`src/core/stf_map.vh`:
```
// stf_map.vh: constants of the switch telegram framer
// assumes: included by the framer core files and the bench, by its bare name
`ifndef STF_MAP_VH
`define STF_MAP_VH

// register word indexes on the plain register port
`define STF_REG_CTRL      4'h0
`define STF_REG_MFR       4'h1
`define STF_REG_OPT       4'h2
`define STF_REG_SADDR_LO  4'h3
`define STF_REG_SADDR_HI  4'h4
`define STF_REG_KEY0      4'h5
`define STF_REG_IRK0      4'h9
`define STF_REG_SEQ       4'hd
`define STF_REG_STATUS    4'he
`define STF_REG_ADDR_LO   4'hf

// control register fields
`define STF_CTRL_PRIV     0
`define STF_CTRL_OSZ_LO   1
`define STF_CTRL_OSZ_HI   2
`define STF_PRIV_ON       1'b1

// payload constants
`define STF_TYPE_MSD      8'hff
`define STF_LEN_BASE      8'h0c
`define STF_LEN_COMM      8'h1d
`define STF_PLEN_COMM     5'd30
`define STF_OFS_SEQ       5'd4
`define STF_OFS_STAT      5'd8
`define STF_OFS_OPT       5'd9
`define STF_OFS_KEY       5'd8
`define STF_OFS_SADDR     5'd24
`define STF_SIG_BYTES     5'd4
`define STF_PRAND_TOP     2'b10

// frame constants
`define STF_HDR0          8'h42
`define STF_HDR_BYTES     6'd2
`define STF_ADDR_BYTES    8'h06
`define STF_PAY_START     6'd8
`define STF_CRC_BYTES     6'd3
`define STF_CRC_INIT      24'h555555
`define STF_CRC_POLY      24'hda6000

`endif

```
`src/core/stf_crc24.v`:
```
// stf_crc24.v: byte-wide 24-bit frame check accumulator
// assumes: bytes enter least significant bit first, one per enable
`timescale 1ns/10ps
`include "stf_map.vh"

module stf_crc24 (
	input  wire        clk,      // system clock
	input  wire        rst,      // synchronous reset, active high
	input  wire        init,     // reload the seed value
	input  wire        en,       // fold one byte in
	input  wire [7:0]  din,      // byte to fold
	output reg  [23:0] crc_ff    // running check value
);
	reg [23:0] nxt_crc; // value after folding din
	integer    i;       // bit walker

	// reflected form: result byte 0 goes out first
	always @* begin
		nxt_crc = crc_ff;
		for (i = 0; i < 8; i = i + 1) begin
			if (nxt_crc[0] ^ din[i])
				nxt_crc = (nxt_crc >> 1) ^ `STF_CRC_POLY;
			else
				nxt_crc = nxt_crc >> 1;
		end
	end

	// init has priority over folding
	always @(posedge clk) begin
		if (rst || init)
			crc_ff <= `STF_CRC_INIT;
		else if (en)
			crc_ff <= nxt_crc;
	end
endmodule // stf_crc24

```
`src/core/stf_pbuf.v`:
```
// stf_pbuf.v: payload byte store with registered read
// assumes: one writer and one reader on the same clock
`timescale 1ns/10ps

module stf_pbuf #(
	parameter AW = 5, // address width
	parameter DW = 8  // data width
) (
	input  wire          clk,     // system clock
	input  wire          we,      // write enable
	input  wire [AW-1:0] waddr,   // write address
	input  wire [DW-1:0] wdata,   // write data
	input  wire [AW-1:0] raddr,   // read address
	output reg  [DW-1:0] rdata_ff // read data, one cycle after raddr
);
	reg [DW-1:0] mem [0:(1<<AW)-1]; // payload bytes

	// contents need no reset: every byte is written before it is read
	always @(posedge clk) begin
		if (we)
			mem[waddr] <= wdata;
		rdata_ff <= mem[raddr];
	end
endmodule // stf_pbuf

```
`src/core/stf_framer.v`:
```
// stf_framer.v: telegram framer of a self-powered pushbutton transmitter
// assumes: cipher engine outside answers each request with one done pulse,
// the radio takes frame bytes over a valid/ready stream, start strobes
// come from logic on this clock, direction and contact pins do not
//
// Decided for this implementation: the address-and-strobe port and the placing of the registers.
`timescale 1ns/10ps
`include "stf_map.vh"

// Functional notes
// - private flag set selects rotating private address
// - new private address per push and release
// - random part top two bits are 10
// - random part held for whole telegram
// - hash is low 24 bits of encryption
// - address is random part over hash
// - resolution key defaults to device key, writable
// - commissioning telegrams use static address
// - three byte check over header, address, payload
// - data length 0x0c/0x0d/0x0e/0x10 by option size
// - data type byte is 0xff
// - two byte maker identifier, writable
// - sequence counter inserted, then incremented per telegram
// - data payload field order, 13 to 17 bytes
// - direction, contacts, payload, then signature
// - bit 0 action, other bits actuated contacts
// - commissioning payload 30 bytes, length 0x1d
// - commissioning type byte is 0xff
// - commissioning carries full 16 byte key
// - commissioning ends with static address
// - nonce: address, counter, three zero bytes
module stf_framer #(
	parameter         NCON     = 4,              // button contacts
	parameter [15:0]  MFR_DEF  = 16'h1234,       // arbitrary maker code
	parameter [47:0]  SADR_DEF = 48'h5a5a00000001, // arbitrary static address
	parameter [127:0] KEY_DEF  = 128'h0f1e2d3c4b5a69788796a5b4c3d2e1f0 // arbitrary key
) (
	input  wire         CLK_SYS,    // system clock, 50 MHz
	input  wire         RST,        // synchronous reset, active high
	input  wire [3:0]   REG_ADDR,   // register word index
	input  wire [31:0]  REG_WDATA,  // register write data
	input  wire         REG_WR,     // write strobe
	input  wire         REG_RD,     // read strobe
	output reg  [31:0]  REG_RDATA,  // read data, cycle after the strobe
	input  wire         ACT_START,  // button action detected
	input  wire         ACT_DIR,    // pin: 1 push, 0 release
	input  wire [NCON-1:0] CONTACT, // pins: contact closed
	input  wire         COMM_START, // send a commissioning telegram
	output reg          CRY_REQ,    // cipher request pulse
	output reg          CRY_SIGN,   // 1 signature, 0 plain block cipher
	output reg  [127:0] CRY_KEY,    // cipher key
	output reg  [103:0] CRY_NONCE,  // signature nonce
	output reg  [127:0] CRY_DATA,   // block or authenticated payload
	input  wire [127:0] CRY_RESULT, // cipher result
	input  wire         CRY_DONE,   // result valid pulse
	output wire         TX_VALID,   // frame byte valid
	output reg  [7:0]   TX_DATA,    // frame byte
	output reg          TX_LAST,    // last byte of frame
	input  wire         TX_READY,   // radio takes the byte
	output wire         BUSY        // telegram in progress
);
	////////////////////////////////////////////////////////////////////////
	// states
	localparam S_IDLE  = 4'd0;  // waiting for an event
	localparam S_DIR   = 4'd1;  // latch action direction
	localparam S_SAMP  = 4'd2;  // latch contacts
	localparam S_HASH  = 4'd3;  // issue hash request
	localparam S_HWAIT = 4'd4;  // wait for hash
	localparam S_BUILD = 4'd5;  // write payload bytes
	localparam S_SIGN  = 4'd6;  // issue signature request
	localparam S_SWAIT = 4'd7;  // wait for signature
	localparam S_FETCH = 4'd8;  // buffer address settles
	localparam S_LOAD  = 4'd9;  // load output byte
	localparam S_PUT   = 4'd10; // byte offered to radio
	localparam S_DONE  = 4'd11; // bump the counter

	////////////////////////////////////////////////////////////////////////
	// configuration and state registers
	reg [3:0]      st_ff;        // framer state
	reg            priv_ff;      // private address mode flag
	reg [1:0]      osz_ff;       // option size code
	reg [15:0]     mfr_ff;       // maker identifier
	reg [31:0]     opt_ff;       // optional data
	reg [47:0]     sadr_ff;      // static address
	reg [127:0]    key_ff;       // device security key
	reg [127:0]    irk_ff;       // identity resolution key
	reg [31:0]     seq_ff;       // sequence counter
	reg            comm_ff;      // telegram is commissioning
	reg            dir_ff;       // 1 push, 0 release
	reg [NCON-1:0] con_ff;       // contacts in this action
	reg [23:0]     prand_ff;     // random address part
	reg [23:0]     hash_ff;      // address check part
	reg            useprv_ff;    // this telegram uses private address
	reg [31:0]     sig_ff;       // signature
	reg            sigok_ff;     // signature stored
	reg [4:0]      wptr_ff;      // payload write index
	reg [5:0]      pos_ff;       // frame byte index
	reg [21:0]     lfsr_ff;      // free running random source
	reg [NCON:0]   dsync_ff [0:1]; // pin synchroniser stages

	wire [NCON:0]  pins_s = dsync_ff[1];    // synchronised pins
	wire           dir_s  = pins_s[0];      // direction pin
	wire [NCON-1:0] con_s = pins_s[NCON:1]; // contact pins

	////////////////////////////////////////////////////////////////////////
	// derived payload figures
	reg  [2:0]  optn;   // optional bytes
	reg  [7:0]  len_b;  // length byte
	reg  [4:0]  plen;   // payload bytes
	wire [4:0]  sig_at = plen - `STF_SIG_BYTES; // first signature byte
	wire [47:0] tx_adr = useprv_ff ? {prand_ff, hash_ff} : sadr_ff;
	wire [7:0]  stat_b = {{(7-NCON){1'b0}}, con_ff, dir_ff};
	wire [5:0]  total  = `STF_PAY_START + {1'b0, plen} + `STF_CRC_BYTES; // frame bytes

	// option size code maps to 0, 1, 2 or 4 bytes
	always @* begin
		case (osz_ff)
			2'd0:    optn = 3'd0;
			2'd1:    optn = 3'd1;
			2'd2:    optn = 3'd2;
			default: optn = 3'd4;
		endcase
		if (comm_ff) begin
			len_b = `STF_LEN_COMM;
			plen  = `STF_PLEN_COMM;
		end else begin
			len_b = `STF_LEN_BASE + {5'd0, optn};
			plen  = len_b[4:0] + 5'd1;
		end
	end

	////////////////////////////////////////////////////////////////////////
	// payload byte for the write index
	reg  [7:0] pbyte;                        // byte to store
	wire [4:0] ki = wptr_ff - `STF_OFS_KEY;   // key byte index
	wire [4:0] ai = wptr_ff - `STF_OFS_SADDR; // address byte index
	wire [4:0] oi = wptr_ff - `STF_OFS_OPT;   // option byte index
	wire [4:0] gi = wptr_ff - sig_at;         // signature byte index

	// all multibyte fields go least significant byte first
	always @* begin
		if (wptr_ff == 5'd0)
			pbyte = len_b;
		else if (wptr_ff == 5'd1)
			pbyte = `STF_TYPE_MSD;
		else if (wptr_ff == 5'd2)
			pbyte = mfr_ff[7:0];
		else if (wptr_ff == 5'd3)
			pbyte = mfr_ff[15:8];
		else if (wptr_ff < `STF_OFS_STAT)
			pbyte = seq_ff[{wptr_ff[1:0], 3'b000} +: 8];
		else if (comm_ff) begin
			if (wptr_ff < `STF_OFS_SADDR)
				pbyte = key_ff[{ki[3:0], 3'b000} +: 8];
			else
				pbyte = sadr_ff[{ai[2:0], 3'b000} +: 8];
		end else if (wptr_ff == `STF_OFS_STAT)
			pbyte = stat_b;
		else if (wptr_ff < sig_at)
			pbyte = opt_ff[{oi[1:0], 3'b000} +: 8];
		else
			pbyte = sig_ff[{gi[1:0], 3'b000} +: 8];
	end

	////////////////////////////////////////////////////////////////////////
	// payload store and check accumulator
	wire        pwe  = (st_ff == S_BUILD); // store while building
	wire [7:0]  rbyte;                     // payload byte read back
	wire [23:0] crc;                       // running check value
	wire [5:0]  ridx = pos_ff - `STF_PAY_START; // payload read index
	wire        take = TX_VALID && TX_READY;   // radio took a byte
	wire        in_body = pos_ff < (`STF_PAY_START + {1'b0, plen}); // before check

	stf_pbuf #(.AW(5), .DW(8)) u_pbuf (
		.clk      (CLK_SYS),
		.we       (pwe),
		.waddr    (wptr_ff),
		.wdata    (pbyte),
		.raddr    (ridx[4:0]),
		.rdata_ff (rbyte)
	);

	// check covers header, address and payload only
	stf_crc24 u_crc (
		.clk    (CLK_SYS),
		.rst    (RST),
		.init   (st_ff == S_BUILD),
		.en     (take && in_body),
		.din    (TX_DATA),
		.crc_ff (crc)
	);

	////////////////////////////////////////////////////////////////////////
	// frame byte selection
	reg  [7:0] fbyte;                               // byte for pos_ff
	wire [5:0] fi = pos_ff - `STF_HDR_BYTES;        // address byte index
	wire [5:0] ci = pos_ff - `STF_PAY_START - {1'b0, plen}; // check byte index

	// header, address, payload from store, then check bytes
	always @* begin
		if (pos_ff == 6'd0)
			fbyte = `STF_HDR0;
		else if (pos_ff == 6'd1)
			fbyte = `STF_ADDR_BYTES + {3'd0, plen};
		else if (pos_ff < `STF_PAY_START)
			fbyte = tx_adr[{fi[2:0], 3'b000} +: 8];
		else if (in_body)
			fbyte = rbyte;
		else
			fbyte = crc[{ci[1:0], 3'b000} +: 8];
	end

	assign TX_VALID = (st_ff == S_PUT);
	assign BUSY     = (st_ff != S_IDLE);

	////////////////////////////////////////////////////////////////////////
	// pin synchroniser and random source
	// the random source runs every cycle, so button timing seeds it
	always @(posedge CLK_SYS) begin
		if (RST) begin
			dsync_ff[0] <= {(NCON+1){1'b0}};
			dsync_ff[1] <= {(NCON+1){1'b0}};
			lfsr_ff     <= 22'h000001;
		end else begin
			dsync_ff[0] <= {CONTACT, ACT_DIR};
			dsync_ff[1] <= dsync_ff[0];
			lfsr_ff     <= {lfsr_ff[20:0], lfsr_ff[21] ^ lfsr_ff[20]};
		end
	end

	////////////////////////////////////////////////////////////////////////
	// telegram sequencer
	always @(posedge CLK_SYS) begin
		if (RST) begin
			st_ff     <= S_IDLE;
			comm_ff   <= 1'b0;
			dir_ff    <= 1'b0;
			con_ff    <= {NCON{1'b0}};
			prand_ff  <= 24'h000000;
			hash_ff   <= 24'h000000;
			useprv_ff <= 1'b0;
			sig_ff    <= 32'h00000000;
			sigok_ff  <= 1'b0;
			wptr_ff   <= 5'd0;
			pos_ff    <= 6'd0;
			seq_ff    <= 32'h00000000;
			CRY_REQ   <= 1'b0;
			CRY_SIGN  <= 1'b0;
			CRY_KEY   <= 128'h0;
			CRY_NONCE <= 104'h0;
			CRY_DATA  <= 128'h0;
			TX_DATA   <= 8'h00;
			TX_LAST   <= 1'b0;
		end else begin
			CRY_REQ <= 1'b0;
			case (st_ff)
				S_IDLE: begin
					wptr_ff  <= 5'd0;
					sigok_ff <= 1'b0;
					// an action wins over a commissioning request
					if (ACT_START) begin
						comm_ff <= 1'b0;
						st_ff   <= S_DIR;
					end else if (COMM_START) begin
						comm_ff   <= 1'b1;
						useprv_ff <= 1'b0;
						st_ff     <= S_BUILD;
					end
				end
				S_DIR: begin
					dir_ff <= dir_s;
					st_ff  <= S_SAMP;
				end
				S_SAMP: begin
					con_ff    <= con_s;
					useprv_ff <= (priv_ff == `STF_PRIV_ON);
					if (priv_ff == `STF_PRIV_ON) begin
						prand_ff <= {`STF_PRAND_TOP, lfsr_ff};
						st_ff    <= S_HASH;
					end else
						st_ff <= S_BUILD;
				end
				S_HASH: begin
					CRY_REQ  <= 1'b1;
					CRY_SIGN <= 1'b0;
					CRY_KEY  <= irk_ff;
					CRY_DATA <= {104'h0, prand_ff};
					st_ff    <= S_HWAIT;
				end
				S_HWAIT: begin
					if (CRY_DONE) begin
						hash_ff <= CRY_RESULT[23:0];
						st_ff   <= S_BUILD;
					end
				end
				S_BUILD: begin
					// stop before the signature until it is known
					if (!comm_ff && !sigok_ff && wptr_ff == sig_at)
						st_ff <= S_SIGN;
					else if (wptr_ff == plen - 5'd1) begin
						pos_ff <= 6'd0;
						st_ff  <= S_FETCH;
					end else
						wptr_ff <= wptr_ff + 5'd1;
				end
				S_SIGN: begin
					CRY_REQ   <= 1'b1;
					CRY_SIGN  <= 1'b1;
					CRY_KEY   <= key_ff;
					CRY_NONCE <= {24'h000000, seq_ff, tx_adr};
					CRY_DATA  <= {24'h0, opt_ff, stat_b, seq_ff, mfr_ff,
						`STF_TYPE_MSD, len_b};
					st_ff     <= S_SWAIT;
				end
				S_SWAIT: begin
					if (CRY_DONE) begin
						sig_ff   <= CRY_RESULT[31:0];
						sigok_ff <= 1'b1;
						st_ff    <= S_BUILD;
					end
				end
				S_FETCH: st_ff <= S_LOAD; // store read settles
				S_LOAD: begin
					TX_DATA <= fbyte;
					TX_LAST <= (pos_ff == total - 6'd1);
					st_ff   <= S_PUT;
				end
				S_PUT: begin
					// address parts stay frozen until the frame ends
					if (TX_READY) begin
						if (TX_LAST)
							st_ff <= S_DONE;
						else begin
							pos_ff <= pos_ff + 6'd1;
							st_ff  <= S_FETCH;
						end
					end
				end
				S_DONE: begin
					seq_ff  <= seq_ff + 32'd1;
					TX_LAST <= 1'b0;
					st_ff   <= S_IDLE;
				end
				default: st_ff <= S_IDLE;
			endcase
		end
	end

	////////////////////////////////////////////////////////////////////////
	// register writes
	// keys are four words, lowest word at the lowest index
	wire [3:0] kw = REG_ADDR - `STF_REG_KEY0; // key word select
	wire [3:0] iw = REG_ADDR - `STF_REG_IRK0; // resolution key word select

	always @(posedge CLK_SYS) begin
		if (RST) begin
			priv_ff <= 1'b0;
			osz_ff  <= 2'd0;
			mfr_ff  <= MFR_DEF;
			opt_ff  <= 32'h00000000;
			sadr_ff <= SADR_DEF;
			key_ff  <= KEY_DEF;
			irk_ff  <= KEY_DEF;
		end else if (REG_WR) begin
			if (REG_ADDR == `STF_REG_CTRL) begin
				priv_ff <= REG_WDATA[`STF_CTRL_PRIV];
				osz_ff  <= REG_WDATA[`STF_CTRL_OSZ_HI:`STF_CTRL_OSZ_LO];
			end else if (REG_ADDR == `STF_REG_MFR)
				mfr_ff <= REG_WDATA[15:0];
			else if (REG_ADDR == `STF_REG_OPT)
				opt_ff <= REG_WDATA;
			else if (REG_ADDR == `STF_REG_SADDR_LO)
				sadr_ff[31:0] <= REG_WDATA;
			else if (REG_ADDR == `STF_REG_SADDR_HI)
				sadr_ff[47:32] <= REG_WDATA[15:0];
			else if (REG_ADDR >= `STF_REG_KEY0 && REG_ADDR < `STF_REG_IRK0)
				key_ff[{kw[1:0], 5'd0} +: 32] <= REG_WDATA;
			else if (REG_ADDR >= `STF_REG_IRK0 && REG_ADDR < `STF_REG_SEQ)
				irk_ff[{iw[1:0], 5'd0} +: 32] <= REG_WDATA;
		end
	end

	////////////////////////////////////////////////////////////////////////
	// register reads, data in the cycle after the strobe
	// writes mid-telegram take effect at once; software should poll busy
	always @(posedge CLK_SYS) begin
		if (RST)
			REG_RDATA <= 32'h00000000;
		else if (REG_RD) begin
			case (REG_ADDR)
				`STF_REG_CTRL:     REG_RDATA <= {29'd0, osz_ff, priv_ff};
				`STF_REG_MFR:      REG_RDATA <= {16'd0, mfr_ff};
				`STF_REG_OPT:      REG_RDATA <= opt_ff;
				`STF_REG_SADDR_LO: REG_RDATA <= sadr_ff[31:0];
				`STF_REG_SADDR_HI: REG_RDATA <= {16'd0, sadr_ff[47:32]};
				`STF_REG_SEQ:      REG_RDATA <= seq_ff;
				`STF_REG_STATUS:   REG_RDATA <= {27'd0, useprv_ff, st_ff};
				`STF_REG_ADDR_LO:  REG_RDATA <= tx_adr[31:0];
				default:           REG_RDATA <= 32'h00000000; // keys read as zero
			endcase
		end else
			REG_RDATA <= 32'h00000000;
	end
endmodule // stf_framer

```
`config.mk`:
```
export PLATFORM = sky130hd
export DESIGN_NAME = stf_framer
export DESIGN_NICKNAME = d
export VERILOG_FILES = /design/src/core/stf_crc24.v /design/src/core/stf_pbuf.v /design/src/core/stf_framer.v
export VERILOG_INCLUDE_DIRS = /design/src /design/src/core
export SDC_FILE = /design/constraint.sdc
export NUM_CORES = 2
export LEC_CHECK = 0
export BUFFER_PORTS_ARGS = -buffer_cell sky130_fd_sc_hd__buf_2
export CAP_MARGIN = 25
export CORE_ASPECT_RATIO = 1.5
export CORE_UTILIZATION = 63
export DETAILED_ROUTE_END_ITERATION = 8
export GPL_TIMING_DRIVEN = 0
export PLACE_DENSITY = 0.91
export SLEW_MARGIN = 0
export SYNTH_ARGS = -nofsm -noshare
export SYNTH_HDL_FRONTEND = slang
export SYNTH_SLANG_ARGS = --single-unit
```
`constraint.sdc`:
```
create_clock -name CLK_SYS -period 8.95 [get_ports CLK_SYS]
set_input_delay 2.2375 -clock CLK_SYS [delete_from_list [all_inputs] [get_ports CLK_SYS]]
set_output_delay 2.2375 -clock CLK_SYS [all_outputs]
set_load 0.01 [all_outputs]
```
==> results of run 1 <==
-- stage by stage --
stage | setup WS [ps] | hold WS (ps) | cells | instance area, um^2
floorplan | 4550 | 414 | 4952 | 48800
global placement | 1750 | 423 | 6371 | 52100
detailed placement | 3600 | 432 | 6401 | 52600
CTS | 3960 | 452 | 6595 | 56200
-- synthesized netlist by cell type, drive strengths merged (7+ instances only) --
cell | n | area share
nand2 | 921 | 0.071
dfxtp | 905 | 0.37
a21oi | 516 | 0.053
nor2 | 401 | 0.031
clkbuf | 358 | 0.029
edfxtp | 256 | 0.16
a22oi | 200 | 0.031
nand3 | 168 | 0.017
mux4 | 153 | 0.071
buf | 134 | 0.017
a211o | 130 | 0.023
mux2i | 87 | 0.018
o21ai | 63 | 0.0065
a211oi | 58 | 0.0090
xnor2 | 47 | 0.0085
nor2b | 42 | 0.0056
a22o | 41 | 0.0074
xor2 | 37 | 0.0067
a221oi | 34 | 0.0063
nor3 | 33 | 0.0034
ha | 31 | 0.0080
mux2 | 26 | 0.0060
a31oi | 20 | 0.0026
inv | 20 | 0.0015
nand3b | 20 | 0.0031
and2 | 15 | 0.0019
and3 | 15 | 0.0019
a311oi | 11 | 0.0020
nand2b | 11 | 0.0014
o211ai | 11 | 0.0017
or3 | 11 | 0.0014
a222oi | 9 | 0.0019
nand4 | 9 | 0.0012
nor4 | 8 | 0.0013
o31ai | 8 | 0.0012
a221o | 7 | 0.0014
nor3b | 7 | 0.0012
o22ai | 7 | 0.00090
-- cell families after synthesis --
group / synth area share
buffers and inverters: 0.0477
other: 0.0000772
XOR/XNOR: 0.0156
AO/OA/AOI/OAI: 0.156
AND/OR/NAND/NOR: 0.147
multiplexers: 0.0950
adder cells (fa/ha/maj): 0.00798
flip-flops: 0.531
-- routing by layer --
layer,GRT usage,overflow
met3,0.392,0
met1,0.650,0
met5,0.0607,0
met2,0.891,68
met4,0.667,41
==> flow_summary.json, run 1 <==
{
  "synth_area_per_cell_um2": 9.91,
  "hpwlAfterDp_mm": 170,
  "async_flop_share": 0,
  "cts_buffer_depth": 3,
  "status": "aborted with a tool error",
  "first_global_vias": 48900,
  "firstError": "[ERROR GRT-0116] Global routing finished with congestion. Check the congestion regions in the DRC Viewer.",
  "place.gp.congestion": 1.12,
  "die_w_um": 229,
  "portBuffers": 411,
  "ys_warn_count": 0,
  "grt_max_degree": 33,
  "initial_core_util": 0.637,
  "grt.total_usage": 0.648,
  "cts_resized": 0,
  "clkSinkCount": 1161,
  "cts_made_buffers": 103,
  "synth-seq-cells": 1161,
  "yosys_most_used_dff": "dfxtp_1",
  "hold_buffers": 0,
  "chipHeight_um": 342,
  "cts_setup_buffers": 0,
  "num_rows": 124,
  "haltStage": "global routing (5_1_grt)",
  "seq_area_frac_synth": 0.531,
  "root_buffer": "clkbuf_16",
  "synth_edf_count": 256,
  "htreeDepth": 3,
  "ys_types": 88,
  "grt_pass1_wl_mm": 363,
  "io_pins": 582,
  "synth.cell_area_um2": 48600,
  "postSynthCellCount": 4902,
  "overflow": 109
}
==> run 2, diff against run 1 <==
--- a/config.mk
+++ b/config.mk
@@ -8,11 +8,10 @@
 export LEC_CHECK = 0
 export BUFFER_PORTS_ARGS = -buffer_cell sky130_fd_sc_hd__buf_2
 export CAP_MARGIN = 25
-export CORE_ASPECT_RATIO = 1.5
-export CORE_UTILIZATION = 63
+export CORE_UTILIZATION = 40
 export DETAILED_ROUTE_END_ITERATION = 8
 export GPL_TIMING_DRIVEN = 0
-export PLACE_DENSITY = 0.91
+export PLACE_DENSITY_LB_ADDON = 0.15
 export SLEW_MARGIN = 0
 export SYNTH_ARGS = -nofsm -noshare
 export SYNTH_HDL_FRONTEND = slang
==> run 2 against run 1 <==
The run now ends clean. Area after synthesis stayed put. Synthesized cell count stayed put.
==> flow_summary.json, run 2 <==
{
  "synth.cell_area_um2": 48600,
  "crit_fanout": 20,
  "syn_to_final_growth_pct": 18.9,
  "hold_path_class": "flip-flop to flip-flop",
  "grt_pass1_wl_mm": 301,
  "slowest_stage": "mux4_2",
  "postSynthCellCount": 4902,
  "synth_most_common_cell": "nand2_1",
  "htreeDepth": 4,
  "worstSetupPathType": "flip-flop to flip-flop",
  "cts_buffer_depth": 3,
  "crit_family": "buffers and inverters",
  "largest_register_ff_count": 256,
  "holdPathEnd": "CRY_KEY[76]",
  "r2r_slack_ps": 3960,
  "portBuffers": 411,
  "hpwlAfterDp_mm": 167,
  "core_area_um2": 120000,
  "drc_errors": 0,
  "num_vias": 43300,
  "async_flop_share": 0,
  "cp_num_buf_inv": 6,
  "crit_required_ps": 9450,
  "holdPathStages": 2,
  "arrival_ps": 5490,
  "synth_area_per_cell_um2": 9.91,
  "nets": 5739,
  "grt_max_degree": 33,
  "layout_commonest_cell": "nand2_1",
  "initial_core_util": 0.404,
  "chipHeight_um": 351,
  "crit_top_cell": "buf_4",
  "whs_ps": 449,
  "status": "finished, final reports clean",
  "rsz0062_at_grt": "no",
  "first_global_vias": 40000,
  "cp-start-kind": "flip-flop",
  "hold_start": "CRY_KEY[76]",
  "seq_area_frac_synth": 0.531,
  "antenna_found_initial": 18,
  "firstDrtPassIters": 9,
  "wl_per_cell_um": 30.3,
  "tritoncts": "yes",
  "ys_types": 88,
  "num_rows": 127,
  "synth_common_cells": "nand2_1 (921), dfxtp_1 (905), a21oi_1 (516), nor2_1 (400), clkbuf_1 (347)",
  "root_buffer": "clkbuf_16",
  "cts_made_buffers": 131,
  "die_w_um": 351,
  "drtIter0Drc": 5638,
  "r2r-start": "wptr_ff[0]",
  "leakagePower_nw": 20.1,
  "max_cap_violations": 0,
  "power.density_nw_per_um2": 208,
  "fillers": 11600,
  "drive_gt1_frac": 0.173,
  "multi_input_area_um2": 20700,
  "io_pins": 582,
  "setup_violations": 0,
  "grt.total_usage": 0.349,
  "clkLatencyLatePin_ps": 790,
  "relSlewSlack": 0.221,
  "seq_area_um2": 25800,
  "fin_setup_tns_ps": 0,
  "largest_register": "u_pbuf.mem",
  "path_cells": "buf_2 > buf_4 > buf_4 > inv_1 > ha_1 > xnor3_1 > buf_6 > mux4_2 > mux2_2 > a221oi_2 > nor2_2 > buf_16",
  "final_cell_mix": "nand2_1 (921), dfxtp_1 (905), a21oi_1 (516)",
  "clkSinkCount": 1161,
  "slowest_delay_ps": 620,
  "antenna_left": 0,
  "via_per_inst": 5.97,
  "netlist_top_cells_area": "dfxtp_1 (37%), edfxtp_1 (16%), nand2_1 (7.1%)",
  "fmax_mhz": 200,
  "yosys_most_used_dff": "dfxtp_1",
  "clk_pin_slew_ps": 70,
  "hold_viol_final": 0,
  "regToRegEndpoint": "u_pbuf.mem[0][5]",
  "period_share": 0.557,
  "routed_wl_mm": 220,
  "cts_resized": 0,
  "min_period_ps": 4990,
  "hold_buffers": 0,
  "place.gp.congestion": 1.04,
  "reg2regPathDepth": 12,
  "critPathCaptureType": "flip-flop",
  "cts_setup_buffers": 0,
  "slew_viol_final": 0,
  "dieArea_um2": 123000,
  "synth_edf_count": 256,
  "synth_area_leader_cell": "dfxtp_1",
  "synth-seq-cells": 1161,
  "synth_top_area_share": 0.373,
  "overflow": 0,
  "worst_pin_slew_ps": 1170,
  "ys_warn_count": 0,
  "peakVddDrop_uv": 190,
  "finalClockSkew_ps": 40.9
}
## run 2: cell counts after synthesis
Identical to the previous run, type by type.
## run 2: through the flow
stage / instances / power (mW) / cell area [um^2] / utilization / setup WS, ps
final: 7253 / 12.0 / 57800 / 0.481 / 3960
after global routing: 7244 / 12.3 / 57800 / 0.481 / 3930
after CTS: 7240 / 12.0 / 57700 / 0.480 / 4080
after detailed placement: 7006 / 6.68 / 53400 / 0.445 / 3480
after global placement: 6975 / 6.64 / 52800 / 0.440 / 651
after floorplan: 4952 / 6.17 / 48800 / - / 4550
## run 2: cell type report
cell class / count / area share
flip-flops and latches: 1161 / 0.447
well taps: 1612 / 0.0349
repair buffers: 446 / 0.0450
clock inverters: 50 / 0.0102
plain buffers: 493 / 0.0388
clock buffers: 184 / 0.0642
multi-input cells: 3277 / 0.359
inverters: 21 / 0.00136
diodes: 9 / 0.000390
## run 2: worst max path at each step
stage                 from           endpoint  slack (ps)  cells after the start
5_1_grt         wptr_ff[0]   u_pbuf.mem[0][5]        3930                     12
4_1_cts         wptr_ff[0]   u_pbuf.mem[0][5]        4080                     12
2_1_floorplan   wptr_ff[0]   u_pbuf.mem[0][3]        4550                     10
3_5_place_dp   REG_ADDR[0]         irk_ff[88]        3480                     10
6_report        wptr_ff[0]   u_pbuf.mem[0][5]        3960                     12
3_3_place_gp    wptr_ff[0]  u_pbuf.mem[13][3]         650                     10
## run 2: per-layer routing
metal | track usage | vias to the layer above | wire (um)
li1 | - | 18700 | -
met1 | 0.463 | 21400 | 88300
met2 | 0.516 | 2586 | 94600
met3 | 0.0860 | 573 | 23200
met4 | 0.200 | 16 | 13600
met5 | 0.00157 | - | 116
## run 2: logic make-up (layout without fill, tap and decap cells)
family,Yosys count,count (layout),synth area share
AND/OR/NAND/NOR,1689,1689,0.147
flip-flops,1161,1161,0.531
AO/OA/AOI/OAI,1155,1155,0.156
buffers and inverters,514,1194,0.0477
multiplexers,266,266,0.0950
XOR/XNOR,85,85,0.0156
adder cells (fa/ha/maj),31,31,0.00798
other,1,60,0.0000772
## run 2: worst register-to-register path, stage by stage, from the launching register on
cell      delay (ps)
dfxtp_1          360
buf_2            550
buf_4            420
buf_4            390
inv_1            370
ha_1             370
xnor3_1          410
buf_6            220
mux4_2           620
mux2_2           330
a221oi_2         250
nor2_2           210
buf_16           220
## run 2: report_power, final
part	internal, mW	switching [mW]
registers	5.46	0.0951
logic	0.299	0.754
clock network	3.10	2.32
Power figures use the tool's default switching activity.
